===== src/rtl/acds_defs.svh =====
// Purpose: constants for the converter control and dma sequencer
// Assumes: included by bare name from rtl files
// Notes: offsets, bit positions, reset values, access op codes and timing counts only
`ifndef ACDS_DEFS_SVH
`define ACDS_DEFS_SVH
// =====================================================================
// control register
`define ACDS_CTRL_ADDR 8'hEF
`define ACDS_CTRL_RESET 8'h00
`define ACDS_BIT_POWER 7
`define ACDS_BIT_EXTREF 6
`define ACDS_BIT_DIV_HI 5
`define ACDS_BIT_DIV_LO 4
`define ACDS_BIT_ACQ_HI 3
`define ACDS_BIT_ACQ_LO 2
`define ACDS_BIT_TIMER 1
`define ACDS_BIT_PIN 0
// =====================================================================
// converter timing: conversion in converter clock ticks, divider and settle counts in master clocks, first write in dma cycles
`define ACDS_CONV_TICKS 5'h11
`define ACDS_DIV16_LAST 4'hF
`define ACDS_DIV2_LAST 4'h1
`define ACDS_DIV4_LAST 4'h3
`define ACDS_DIV8_LAST 4'h7
`define ACDS_FIRST_WRITE_CYCLE 16'h0002
`define ACDS_STEADY_CLKS 5'h14
// =====================================================================
// external access sequencing, in master clocks
`define ACDS_OP_WR_HI 2'h0
`define ACDS_OP_WR_LO 2'h1
`define ACDS_OP_RD_ID 2'h2
`define ACDS_PH_STROBE_FIRST 3'h1
`define ACDS_PH_STROBE_LAST 3'h4
`define ACDS_PH_END 3'h7
`endif


===== src/rtl/acds_pkg.sv =====
// Purpose: types and shared decode functions
// Assumes: acds_defs.svh for numeric constants
// Notes: none
`include "acds_defs.svh"
`default_nettype none
package acds_pkg;
  typedef enum logic [2:0] {
    ACDS_IDLE = 3'b001,
    ACDS_WAIT = 3'b010,
    ACDS_CONV = 3'b100
  } acds_state_t;
  typedef logic [3:0] acds_chan_t;
  typedef logic [11:0] acds_result_t;

  function automatic logic [3:0] acds_div_last(input logic [1:0] code);
    unique case (code)
      2'h0: acds_div_last = `ACDS_DIV16_LAST;
      2'h1: acds_div_last = `ACDS_DIV2_LAST;
      2'h2: acds_div_last = `ACDS_DIV4_LAST;
      2'h3: acds_div_last = `ACDS_DIV8_LAST;
    endcase
  endfunction : acds_div_last

  function automatic logic [4:0] acds_acq_ticks(input logic [1:0] code);
    acds_acq_ticks = {3'h0, code} + 5'h01;
  endfunction : acds_acq_ticks
endpackage : acds_pkg
`default_nettype wire


===== src/rtl/acds_clkdiv.sv =====
// Purpose: converter clock divider off the master clock
// Assumes: div_code taken from the control register
// Notes: tick marks the first master clock of each converter period, with conv_clk high
`include "acds_defs.svh"
`default_nettype none
module acds_clkdiv (
  input wire logic clk,
  input wire logic rst_n,
  input wire logic [1:0] div_code,
  output logic tick,
  output logic conv_clk
);
  import acds_pkg::*;
  logic [3:0] cnt;
  wire [3:0] last = acds_div_last(div_code);
  // a code change to a shorter ratio may leave cnt past last: wrap anyway
  wire wrap = cnt >= last;
  wire [3:0] next_cnt = wrap ? 4'h0 : cnt + 4'h1;
  wire next_clk = next_cnt <= {1'b0, last[3:1]};

  always_ff @(posedge clk or negedge rst_n) begin
    if (!rst_n) begin
      cnt <= 4'h0;
      tick <= 1'b0;
      conv_clk <= 1'b0;
    end else begin
      cnt <= next_cnt;
      tick <= wrap;
      conv_clk <= next_clk;
    end
  end
endmodule : acds_clkdiv
`default_nettype wire


===== src/rtl/acds_top.sv =====
// Purpose: converter control register, trigger logic and dma sequencer
// Assumes: analog core returns adc_result at the end of each conversion
// Notes: dma control inputs come from core logic on the same clock
// Function
// - control bit 7 powers the converter up when set, down when cleared
// - control bit 6 selects external reference when set, internal when cleared
// - divide code 00,01,10,11 divides master clock by 16,2,4,8
// - one conversion takes seventeen converter clocks beyond acquisition
// - acquire code 00..11 gives one to four converter clocks
// - with timer trigger enabled, each timer overflow starts a conversion
// - with pin trigger enabled, a low pulse on the pin starts conversion
// - sequencer runs on converter clock; one dma cycle is one conversion
// - each cycle converts the channel fetched in the preceding cycle
// - each cycle writes previous result with its channel identifier
// - each cycle fetches the channel identifier for the next cycle
// - first valid result is written in the third dma cycle
// - processor accesses to external ports are suppressed during dma
// - processor keeps running and internal data memory stays available
// - control register reads zero after reset
// - sequencer raises a request when the requested block is filled
`include "acds_defs.svh"
`default_nettype none
module acds_top (
  input wire logic clk,
  input wire logic rst_n,
  input wire logic [7:0] sfr_addr,
  input wire logic sfr_wr,
  input wire logic [7:0] sfr_wdata,
  output logic [7:0] sfr_rdata,
  input wire logic timer_overflow,
  input wire logic convert_start_pin_n,
  input wire logic dma_enable,
  input wire logic [23:0] dma_base_addr,
  input wire logic [15:0] dma_block_len,
  input wire acds_pkg::acds_result_t adc_result,
  output logic adc_power_on,
  output logic adc_external_reference_select,
  output logic converter_clock,
  output logic adc_track,
  output logic adc_convert,
  output acds_pkg::acds_chan_t adc_channel,
  output acds_pkg::acds_result_t single_result,
  output logic single_done,
  output logic dma_busy,
  output logic dma_irq_request,
  input wire logic [23:0] cpu_xaddr,
  input wire logic cpu_xrd,
  input wire logic cpu_xwr,
  input wire logic cpu_xint,
  input wire logic [7:0] cpu_xwdata,
  output logic [7:0] cpu_xrdata,
  output logic [23:0] mem_addr,
  output logic mem_rd_n,
  output logic mem_wr_n,
  output logic [7:0] mem_wdata,
  output logic mem_wdata_oe_n,
  input wire logic [7:0] mem_rdata
);
  import acds_pkg::*;

  // =====================================================================
  // control register
  logic [7:0] ctrl;
  wire ctrl_sel = sfr_addr == `ACDS_CTRL_ADDR;
  wire ctrl_wr = sfr_wr && ctrl_sel;
  wire power = ctrl[`ACDS_BIT_POWER];
  wire [1:0] div_code = {ctrl[`ACDS_BIT_DIV_HI], ctrl[`ACDS_BIT_DIV_LO]};
  wire [4:0] acq_n = acds_acq_ticks({ctrl[`ACDS_BIT_ACQ_HI], ctrl[`ACDS_BIT_ACQ_LO]});
  wire [4:0] conv_total = acq_n + `ACDS_CONV_TICKS;

  always_ff @(posedge clk or negedge rst_n) begin
    if (!rst_n) begin
      ctrl <= `ACDS_CTRL_RESET;
      sfr_rdata <= 8'h00;
      adc_power_on <= 1'b0;
      adc_external_reference_select <= 1'b0;
    end else begin
      if (ctrl_wr) begin
        ctrl <= sfr_wdata;
      end
      sfr_rdata <= ctrl_sel ? ctrl : 8'h00;
      adc_power_on <= power;
      adc_external_reference_select <= ctrl[`ACDS_BIT_EXTREF];
    end
  end

  // =====================================================================
  // converter clock
  logic div_tick;
  acds_clkdiv u_div (
    .clk(clk),
    .rst_n(rst_n),
    .div_code(div_code),
    .tick(div_tick),
    .conv_clk(converter_clock)
  );

  // =====================================================================
  // triggers: the pin is asynchronous, so it is synchronised first
  logic pin_meta;
  logic pin_sync;
  logic pin_prev;
  logic [7:0] data_meta;
  logic [7:0] data_sync;
  always_ff @(posedge clk or negedge rst_n) begin
    if (!rst_n) begin
      pin_meta <= 1'b1;
      pin_sync <= 1'b1;
      pin_prev <= 1'b1;
      data_meta <= 8'h00;
      data_sync <= 8'h00;
    end else begin
      pin_meta <= convert_start_pin_n;
      pin_sync <= pin_meta;
      pin_prev <= pin_sync;
      data_meta <= mem_rdata;
      data_sync <= data_meta;
    end
  end
  wire pin_fall = pin_prev && !pin_sync;
  wire timer_evt = ctrl[`ACDS_BIT_TIMER] && timer_overflow;
  wire pin_evt = ctrl[`ACDS_BIT_PIN] && pin_fall;
  wire trig_evt = timer_evt || pin_evt;

  // =====================================================================
  // conversion state machine
  acds_state_t state;
  acds_state_t next_state;
  logic [4:0] tick_cnt;
  logic trig_pend;
  wire free_run = dma_busy && !ctrl[`ACDS_BIT_TIMER] && !ctrl[`ACDS_BIT_PIN];
  // single conversions are held off while dma is requested but finished
  wire go_ok = dma_busy || !dma_enable;
  wire go = go_ok && (trig_evt || trig_pend || free_run);
  wire in_conv = state == ACDS_CONV;
  wire conv_last = in_conv && div_tick && tick_cnt == conv_total - 5'h01;
  wire dma_start = power && dma_enable && !dma_busy && !dma_irq_request && !in_conv;
  wire dma_stop = dma_busy && (!dma_enable || !power);
  logic [15:0] wr_count;
  wire finish = dma_busy && conv_last && wr_count == dma_block_len;
  wire take = state == ACDS_WAIT && go && !dma_stop && power;
  wire next_pend = power && (trig_evt || trig_pend) && !take;
  wire [4:0] next_tick_cnt = !in_conv ? 5'h00 : div_tick ? tick_cnt + 5'h01 : tick_cnt;

  always_comb begin
    next_state = state;
    unique case (state)
      ACDS_IDLE: begin
        if (power && (dma_start || !dma_enable)) begin
          next_state = ACDS_WAIT;
        end
      end
      ACDS_WAIT: begin
        if (!power || dma_stop) begin
          next_state = ACDS_IDLE;
        end else if (go) begin
          next_state = ACDS_CONV;
        end
      end
      ACDS_CONV: begin
        if (!power || dma_stop || finish) begin
          next_state = ACDS_IDLE;
        end else if (conv_last) begin
          next_state = ACDS_WAIT;
        end
      end
      default: next_state = ACDS_IDLE;
    endcase
  end

  always_ff @(posedge clk or negedge rst_n) begin
    if (!rst_n) begin
      state <= ACDS_IDLE;
      tick_cnt <= 5'h00;
      trig_pend <= 1'b0;
      adc_track <= 1'b0;
      adc_convert <= 1'b0;
    end else begin
      state <= next_state;
      tick_cnt <= next_tick_cnt;
      trig_pend <= next_pend;
      adc_track <= in_conv && tick_cnt < acq_n;
      adc_convert <= in_conv && tick_cnt >= acq_n;
    end
  end

  // =====================================================================
  // dma pipeline
  acds_chan_t conv_chan;
  acds_chan_t prev_chan;
  acds_chan_t fetched_chan;
  acds_result_t prev_result;
  logic conv_valid;
  logic prev_valid;
  logic fetched_valid;
  logic [15:0] fetch_count;
  logic [15:0] cyc_idx;
  logic mem_run;
  logic [1:0] mem_op;
  logic [2:0] mem_ph;
  wire ph_end = mem_run && mem_ph == `ACDS_PH_END;
  wire op_is_rd = mem_op == `ACDS_OP_RD_ID;
  wire in_strobe = mem_run && mem_ph >= `ACDS_PH_STROBE_FIRST && mem_ph <= `ACDS_PH_STROBE_LAST;
  wire dma_wr_strobe = in_strobe && !op_is_rd && prev_valid;
  wire dma_rd_strobe = in_strobe && op_is_rd;
  wire dma_drive = mem_run && !op_is_rd && prev_valid;
  wire fetch_done = ph_end && op_is_rd;
  wire write_done = ph_end && mem_op == `ACDS_OP_WR_LO && prev_valid;
  wire cycle_begin = dma_busy && take;
  wire [23:0] wr_addr = dma_base_addr + {7'h00, wr_count, 1'b0} + {23'h000000, mem_op == `ACDS_OP_WR_LO};
  wire [23:0] rd_addr = dma_base_addr + {7'h00, fetch_count, 1'b0};
  wire [7:0] wr_byte = mem_op == `ACDS_OP_WR_HI ? {prev_chan, prev_result[11:8]} : prev_result[7:0];

  always_ff @(posedge clk or negedge rst_n) begin
    if (!rst_n) begin
      mem_run <= 1'b0;
      mem_op <= `ACDS_OP_WR_HI;
      mem_ph <= 3'h0;
    end else if (cycle_begin) begin
      mem_run <= 1'b1;
      mem_op <= `ACDS_OP_WR_HI;
      mem_ph <= 3'h0;
    end else if (mem_run) begin
      mem_ph <= mem_ph + 3'h1;
      if (ph_end) begin
        mem_op <= mem_op + 2'h1;
        mem_run <= !op_is_rd && dma_busy;
      end
    end
  end

  always_ff @(posedge clk or negedge rst_n) begin
    if (!rst_n) begin
      conv_chan <= 4'h0;
      conv_valid <= 1'b0;
      prev_chan <= 4'h0;
      prev_result <= 12'h000;
      prev_valid <= 1'b0;
      fetched_chan <= 4'h0;
      fetched_valid <= 1'b0;
      fetch_count <= 16'h0000;
      wr_count <= 16'h0000;
      cyc_idx <= 16'h0000;
    end else if (dma_start) begin
      conv_valid <= 1'b0;
      prev_valid <= 1'b0;
      fetched_valid <= 1'b0;
      fetch_count <= 16'h0000;
      wr_count <= 16'h0000;
      cyc_idx <= 16'h0000;
    end else if (dma_busy && conv_last) begin
      prev_result <= adc_result;
      prev_chan <= conv_chan;
      prev_valid <= conv_valid;
      conv_chan <= fetched_chan;
      conv_valid <= fetched_valid;
      fetched_valid <= 1'b0;
      cyc_idx <= cyc_idx + 16'h0001;
    end else begin
      if (fetch_done) begin
        fetched_chan <= data_sync[7:4];
        fetched_valid <= 1'b1;
        fetch_count <= fetch_count + 16'h0001;
      end
      if (write_done) begin
        wr_count <= wr_count + 16'h0001;
      end
    end
  end

  // =====================================================================
  // status and result outputs
  always_ff @(posedge clk or negedge rst_n) begin
    if (!rst_n) begin
      dma_busy <= 1'b0;
      dma_irq_request <= 1'b0;
      single_result <= 12'h000;
      single_done <= 1'b0;
      adc_channel <= 4'h0;
    end else begin
      dma_busy <= dma_start || (dma_busy && !finish && !dma_stop);
      // completion wins over the clear in the same cycle
      dma_irq_request <= finish || (dma_irq_request && dma_enable);
      single_done <= conv_last && !dma_busy;
      if (conv_last && !dma_busy) begin
        single_result <= adc_result;
      end
      adc_channel <= conv_chan;
    end
  end

  // =====================================================================
  // shared external port: dma owns it whole, cpu strobes are dropped
  wire cpu_ext_wr = cpu_xwr && !cpu_xint;
  wire cpu_ext_rd = cpu_xrd && !cpu_xint;
  wire [23:0] next_mem_addr = dma_busy ? (op_is_rd ? rd_addr : wr_addr) : cpu_xaddr;
  wire next_wr_n = dma_busy ? !dma_wr_strobe : !cpu_ext_wr;
  wire next_rd_n = dma_busy ? !dma_rd_strobe : !cpu_ext_rd;
  wire [7:0] next_wdata = dma_busy ? wr_byte : cpu_xwdata;
  wire next_oe_n = dma_busy ? !dma_drive : !cpu_ext_wr;

  // no stall is returned to the core: it runs on through dma
  always_ff @(posedge clk or negedge rst_n) begin
    if (!rst_n) begin
      mem_addr <= 24'h000000;
      mem_rd_n <= 1'b1;
      mem_wr_n <= 1'b1;
      mem_wdata <= 8'h00;
      mem_wdata_oe_n <= 1'b1;
      cpu_xrdata <= 8'h00;
    end else begin
      mem_addr <= next_mem_addr;
      mem_rd_n <= next_rd_n;
      mem_wr_n <= next_wr_n;
      mem_wdata <= next_wdata;
      mem_wdata_oe_n <= next_oe_n;
      cpu_xrdata <= data_sync;
    end
  end

  // =====================================================================
  // checks
  logic [3:0] gap_cnt;
  logic [4:0] steady_cnt;
  logic [4:0] hi_cnt;
  always_ff @(posedge clk or negedge rst_n) begin
    if (!rst_n) begin
      gap_cnt <= 4'h0;
      steady_cnt <= 5'h00;
      hi_cnt <= 5'h00;
    end else begin
      gap_cnt <= div_tick ? 4'h0 : gap_cnt + 4'h1;
      steady_cnt <= ctrl_wr ? 5'h00 : (steady_cnt == `ACDS_STEADY_CLKS ? steady_cnt : steady_cnt + 5'h01);
      hi_cnt <= (!in_conv || conv_last) ? 5'h00 : (div_tick && tick_cnt >= acq_n) ? hi_cnt + 5'h01 : hi_cnt;
    end
  end
endmodule : acds_top
`default_nettype wire


===== config.mk =====
export PLATFORM = sky130hd
export DESIGN_NAME = acds_top
export DESIGN_NICKNAME = d
export VERILOG_FILES = /design/src/rtl/acds_pkg.sv /design/src/rtl/acds_clkdiv.sv /design/src/rtl/acds_top.sv
export VERILOG_INCLUDE_DIRS = /design/src /design/src/rtl
export SDC_FILE = /design/constraint.sdc
export NUM_CORES = 1
export LEC_CHECK = 0
export ABC_AREA = 1
export BUFFER_PORTS_ARGS = -buffer_cell sky130_fd_sc_hd__clkbuf_2
export CORE_MARGIN = 2
export CORE_UTILIZATION = 30
export DETAILED_ROUTE_END_ITERATION = 6
export GPL_TIMING_DRIVEN = 1
export PLACE_DENSITY = 0.53
export SKIP_LAST_GASP = 1
export SLEW_MARGIN = 40
export SYNTH_ARGS = -nofsm -noshare
export SYNTH_HDL_FRONTEND = slang
export SYNTH_HIERARCHICAL = 1
export SYNTH_SLANG_ARGS = --single-unit

===== constraint.sdc =====
create_clock -name clk -period 4.4 [get_ports clk]
set_input_delay 0.22 -clock clk [delete_from_list [all_inputs] [get_ports clk]]
set_output_delay 0.22 -clock clk [all_outputs]
set_load 0.05 [all_outputs]

### Yosys cells after proc, flatten, opt, wreduce, memory -nomap -nowiden

Index checks and enable logic that the tools add are counted.

* bits in registers: 181
* output and inout port bits: 75

* magnitude comparators: 6
* bitwise logic cells: 2
* reduce and logical (&&, ||, !) cells: 85
* add/subtract/negate cells: 12
* equality and inequality tests: 17
* mux-type cells: 39

Operators by type and width (number)
* two-way mux 16 bit: 6
* adder 24 x 17 -> 24 bit: 2
* two-way mux 24 bit: 2
* logical AND 1 bit: 43
* adder 16 x 1 -> 16 bit (second input constant): 2
* adder 24 x 1 -> 24 bit: 1
* two-way mux 8 bit: 3
* two-way mux 3 bit: 7
* logical NOT 1 bit: 18
* == test 16 bit: 1
* one-hot mux 4 bit (4 select lines): 1
* two-way mux 1 bit: 13
* logical OR 1 bit: 10
* two-way mux 5 bit: 2
* nonzero test 2 bit: 5
* one-hot mux 3 bit (3 select lines): 1
* == test 8 bit (second input constant): 1
* AND reduction 2 bit: 4
* == test 2 bit (second input constant): 3
* == test 3 bit (second input constant): 2
* two-way mux 2 bit: 3
* AND reduction 3 bit: 2
* adder 3 x 5 -> 5 bit (second input constant): 1
* adder 5 x 1 -> 5 bit (second input constant): 1
* 23 further kinds: 27

### Logic depth before layout (Yosys ltp)

* word-level depth: 13
* depth in mapped cells: 16

### By module

Netlist, hierarchy kept.

Modules (own cells, without submodules)
* acds_top: cells an instance 1366, area each 10156.0 µm², sequential area each 4388.0 µm², instances 1
* acds_clkdiv: cells an instance 47, area each 424.2 µm², sequential area each 150.1 µm², instances 1

### Worst setup path before layout

Ideal clock, no wire load.

* kind: register -> register
* start point: register mem_op[0]
* end point: register mem_addr[8]
* period minus slack after synthesis: 2.085 ns
* arrival time: 1.968 ns
* setup time: 0.117 ns
* slack: 2.315 ns
* cell stages (with the launch flop): 14
* data required time: 4.283 ns
* cells stage by stage: dfrtp_1 > ha_1 > ha_1 > fa_1 > nand2_1 > nand2_1 > and2_1 > nand2_1 > nand2_1 > xor2_1 > nand2_1 > o21ai_0 > nand2_1 > nand2_1

* word-level cells in the longest chain between the ends: 4

RTL lines
* start, declared: RTL line acds_top.sv:199 `logic [1:0] mem_op;`
* start signal, assigned: RTL line acds_top.sv:217 `` mem_op <= `ACDS_OP_WR_HI; ``
* start signal, assigned: RTL line acds_top.sv:221 `` mem_op <= `ACDS_OP_WR_HI; ``
* start signal, assigned: RTL line acds_top.sv:226 `mem_op <= mem_op + 2'h1;`
* == test 2 x 1 -> 1 bit (no line)
* adder 24 x 1 -> 24 bit: RTL line acds_top.sv:210 `` wire [23:0] wr_addr = dma_base_addr + {7'h00, wr_count, 1'b0} + {23'h000000, mem_op == `ACDS_OP_WR_LO}; ``
* two-way mux 24 bit (*) (2 in series): RTL line acds_top.sv:296 `wire [23:0] next_mem_addr = dma_busy ? (op_is_rd ? rd_addr : wr_addr) : cpu_xaddr;`
* net next_mem_addr[8]: RTL line acds_top.sv:296
* end signal, assigned: RTL line acds_top.sv:312 `mem_addr <= next_mem_addr;`
* end, declared: RTL line acds_top.sv:52 `output logic [23:0] mem_addr,`

Mark *: on every way through the listed nets, which the timed path passes. The rest lies on a longest branch.
A chain may end at the register's enable or synchronous reset.

### Worst setup path after layout

* start point: register ctrl[3]
* end point: register state[1]

* word-level cells in the longest chain between the ends: 10

RTL lines
* start, declared: RTL line acds_top.sv:63 `logic [7:0] ctrl;`
* start signal, assigned: RTL line acds_top.sv:73 `` ctrl <= `ACDS_CTRL_RESET; ``
* start signal, assigned: RTL line acds_top.sv:79 `ctrl <= sfr_wdata;`
* adder 2 x 1 -> 3 bit (*): RTL line acds_pkg.sv:25 `acds_acq_ticks = {3'h0, code} + 5'h01;`
* adder 3 x 5 -> 5 bit (no line) (*)
* subtractor 5 x 1 -> 5 bit (*): RTL line acds_top.sv:136 `wire conv_last = in_conv && div_tick && tick_cnt == conv_total - 5'h01;`
* == test 5 bit (*): RTL line acds_top.sv:136
* logical AND 1 bit (*): RTL line acds_top.sv:136
* logical AND 1 bit (2 in series): RTL line acds_top.sv:140 `wire finish = dma_busy && conv_last && wr_count == dma_block_len;`
* logical OR 1 bit: RTL line acds_top.sv:161 `if (!power || dma_stop || finish) begin`
* != test 3 x 1 -> 1 bit (no line) / two-way mux 3 bit (equally long branches)
* AND reduction 3 bit (no line) / one-hot mux 3 bit (3 select lines) (equally long branches)
* end signal, assigned: RTL line acds_top.sv:179 `state <= next_state;`
* end, declared: RTL line acds_top.sv:127 `acds_state_t state;`

Mark *: on every way between the ends. The rest lies on a longest branch, timed or not.

==> impl_metrics.csv <==
group,metric,value,unit
finish,drive_gt1_frac,0.169,
timing,rsz0062_at_grt,"false",
worst_setup_path,critical_path_arrival,3090,ps
die,io_pins,192,
worst_setup_path,cp.required,4740,ps
logic_synthesis,netlist_area,10600,um2
timing,post-route-period-util,0.625,
clock_network,cts_buffers,17,
finish,syn2layout_area_growth,23.5,%
worst_setup_path,cpMostUsedCell,"nand2_1",
worst_setup_path,path_class,"flip-flop to flip-flop",
detailed_routing,first_iter_violations,544,
detailed_routing,via_per_inst,4.66,
die,design.core.area,34600,um2
detailed_routing,wl,32100,um
logic_synthesis,synth_nets,1588,
min_path,min-delay-start,"cpu_xaddr[8]",
die,num_rows,68,
timing,hold_viol_final,0,
die,fp.dieH,192,um
finish,diodes,0,
grt,grt_use_total,0.180,
worst_setup_path,r2r-start,"ctrl[3]",
placed_design,port_buffers,191,
finish,ff_latch_area,4540,um2
clock_network,cts_root_buf,"clkbuf_16",
worst_setup_path,r2r_slack,1650,ps
logic_synthesis,dominantRegCellSynth,"dfrtp_1",
clock_network,cts_tree,"yes",
timing,tns,0,ps
power_and_ir_drop,ir_drop,0.322,mV
finish,multi_input_area,5160,um2
timing,timing.fmax,0.364,GHz
worst_setup_path,crit_slowest_cell,"dfrtp_1",
status,status,"finished, final reports clean",
power_and_ir_drop,powerDensity,425,nW/um2
detailed_routing,drtAntennaViolNets,0,
timing,setup_viol,0,
timing,finClkSkew,19.0,ps
worst_setup_path,critPathLaunchType,"flip-flop",
timing,tightest_slew,716,ps
timing,relSlewSlack,0.522,
clock_network,clk-insertion-delay-late,450,ps
timing,period_minus_slack,2750,ps
logic_synthesis,synth_cell_type_count,51,
logic_synthesis,synth_edf_count,0,
die,die_area,36800,um2
die,die_x,192,um
finish,final_nets,1814,
clock_network,cts.sinks,181,
worst_setup_path,reg2regPathDepth,14,
worst_setup_path,path_max_fanout,23,
placed_design,gp_congestion,0.885,
placed_design,dp_hpwl,24500,um
logic_synthesis,ys_ff_latch,181,
logic_synthesis,syn_avg_cell_area,7.49,um2
flow_run,max_cap_violations,0,
worst_setup_path,r2r_end,"state[1]",
detailed_routing,routedWlPerCell,15.2,um
finish,fillCellCount,3649,
detailed_routing,dr_total_vias,9812,
logic_synthesis,synth_warnings,6,
clock_network,cts_setup_buffers,0,
die,initial_utilization,0.306,
min_path,hold_class,"primary input to flip-flop",
logic_synthesis,yosysTopAreaCell,"dfrtp_1",
min_path,hold_path_depth,3,
detailed_routing,drt_first_pass_iters,7,
worst_setup_path,path_cells,"ha_1 -> inv_1 -> ha_1 -> nand2_1 -> nor2_2 -> nand2_1 -> nor2_2 -> nand2_2 -> buf_4 -> inv_4 -> nand3_2 -> nand3_1 -> nand2_1 -> o21a_1",
clock_network,cts_max_path_buffers,2,
grt,overflow,0,
power_and_ir_drop,p_leak,6.91,nW
clock_network,postCtsHoldBufs,40,
clock_network,path_clk_slew,80,ps
timing,whs,10.8,ps
logic_synthesis,ys_top_cells_by_area,"dfrtp_1, nand2_1, ha_1",
grt,grt_pass1_vias,9505,
timing,slew_viol_final,0,
logic_synthesis,ys_seq_area_frac,0.429,
grt,grt_max_degree,108,
detailed_routing,drcViolationCount,0,
clock_network,post_cts_resized,0,
worst_setup_path,cp-end-kind,"flip-flop",
logic_synthesis,synthArstFlopShare,1.00,
logic_synthesis,yosys.area.top_type_share,0.412,
grt,antenna_found_initial,6,
logic_synthesis,synthCells,1413,
min_path,min_to,"mem_addr[8]",
clock_network,htree_levels,4,
worst_setup_path,slowest_delay,380,ps
grt,grt_pass1_wl,50900,um
## synth_stat cells, types with 3 or more instances
cell type	count
a21oi_1	44
a31oi_1	5
and2_1	3
buf_2	7
buf_6	3
clkbuf_1	18
dfrtp_1	174
dfstp_2	7
ha_1	56
inv_1	183
inv_2	6
mux2_2	4
nand2_1	429
nand2_2	4
nand3_1	84
nand3b_1	12
nand4_1	25
nor2_1	131
nor2_2	5
nor3_1	18
nor3b_1	4
o21a_1	4
o21ai_0	103
o21ai_1	10
o21bai_1	4
o31ai_1	6
or2_2	9
xnor2_1	5
xor2_1	19
## state kept, by name (all words and copies together) (netlist names), 5 cells and up
| name | flops |
|---|---|
| mem_addr | 24 |
| fetch_count | 16 |
| wr_count | 16 |
| prev_result | 12 |
| single_result | 12 |
| cpu_xrdata | 8 |
| ctrl | 8 |
| data_meta | 8 |
| data_sync | 8 |
| mem_wdata | 8 |
| sfr_rdata | 8 |
| tick_cnt | 5 |
## layout make-up
type | count | area share
multi-input cells | 1009 | 0.395
flip-flops and latches | 181 | 0.348
repair buffers | 237 | 0.109
inverters | 193 | 0.0558
well taps | 455 | 0.0436
clock buffers | 18 | 0.0329
clock inverters | 14 | 0.0160
## layer usage
layer,wire [um],GRT usage
met4,688,0.0538
met3,2270,0.0497
met1,14700,0.236
met2,14300,0.288
met5,76,0
## logic make-up after synthesis
logic type,count (synthesis),synth area share
multiplexers,4,0.00426
XOR/XNOR,24,0.0199
buffers and inverters,223,0.0829
flip-flops,181,0.429
adder cells (fa/ha/maj),58,0.0700
AND/OR/NAND/NOR,737,0.299
AO/OA/AOI/OAI,186,0.0947
## critical path: cells and delay by family, from the launching register on
family	cells	cell delay, ps
AND/OR/NAND/NOR	8	1100
adder cells (fa/ha/maj)	2	540
buffers and inverters	3	450
flip-flops	1	380
AO/OA/AOI/OAI	1	160
## power by group
part	internal [mW]	total [mW]	switching [mW]
combinational	0.533	1.82	1.29
clock	0.925	1.68	0.750
sequential	1.91	2.06	0.153
## metrics by stage
step	std cells	utilization	power (mW)	worst slack, ps	instance area, um2
global placement	2035	0.347	3.88	1740	12000
floorplan	1413	-	3.36	2320	10600
CTS	2107	0.377	5.63	1630	13100
finish	2107	0.377	5.56	1650	13100
global route	2107	0.377	5.91	1380	13100
detailed placement	2035	0.347	3.90	1660	12000
## cell usage in the layout (no fill, tap or decap), types with 5 or more instances in the layout
cell type	Yosys	layout
clkbuf_2	0	190
clkbuf_16	0	18
a31oi_1	5	5
o31ai_1	6	6
dfrtp_1	174	173
xor2_1	19	19
nand3b_1	12	12
inv_1	183	183
dlygate4sd3_1	0	40
o21ai_0	103	103
nor2_2	5	5
a21oi_1	44	44
inv_2	6	6
xnor2_1	5	5
nand3_1	84	84
nand4_1	25	25
or2_2	9	9
dfstp_2	7	7
nor2_1	131	131
ha_1	56	56
nor3_1	18	18
nand2_1	429	429
buf_4	1	6
o21ai_1	10	10
## how the worst max path moves through the flow
stage	start	to	slack (ps)
2_1_floorplan	mem_op[0]	mem_addr[8]	2320
3_5_place_dp	ctrl[2]	state[1]	1660
4_1_cts	ctrl[2]	state[1]	1630
5_1_grt	ctrl[2]	fetch_count[9]	1380
6_report	ctrl[3]	state[1]	1650
3_3_place_gp	ctrl[2]	fetch_count[11]	1740
(Power assumes the default switching activity.)
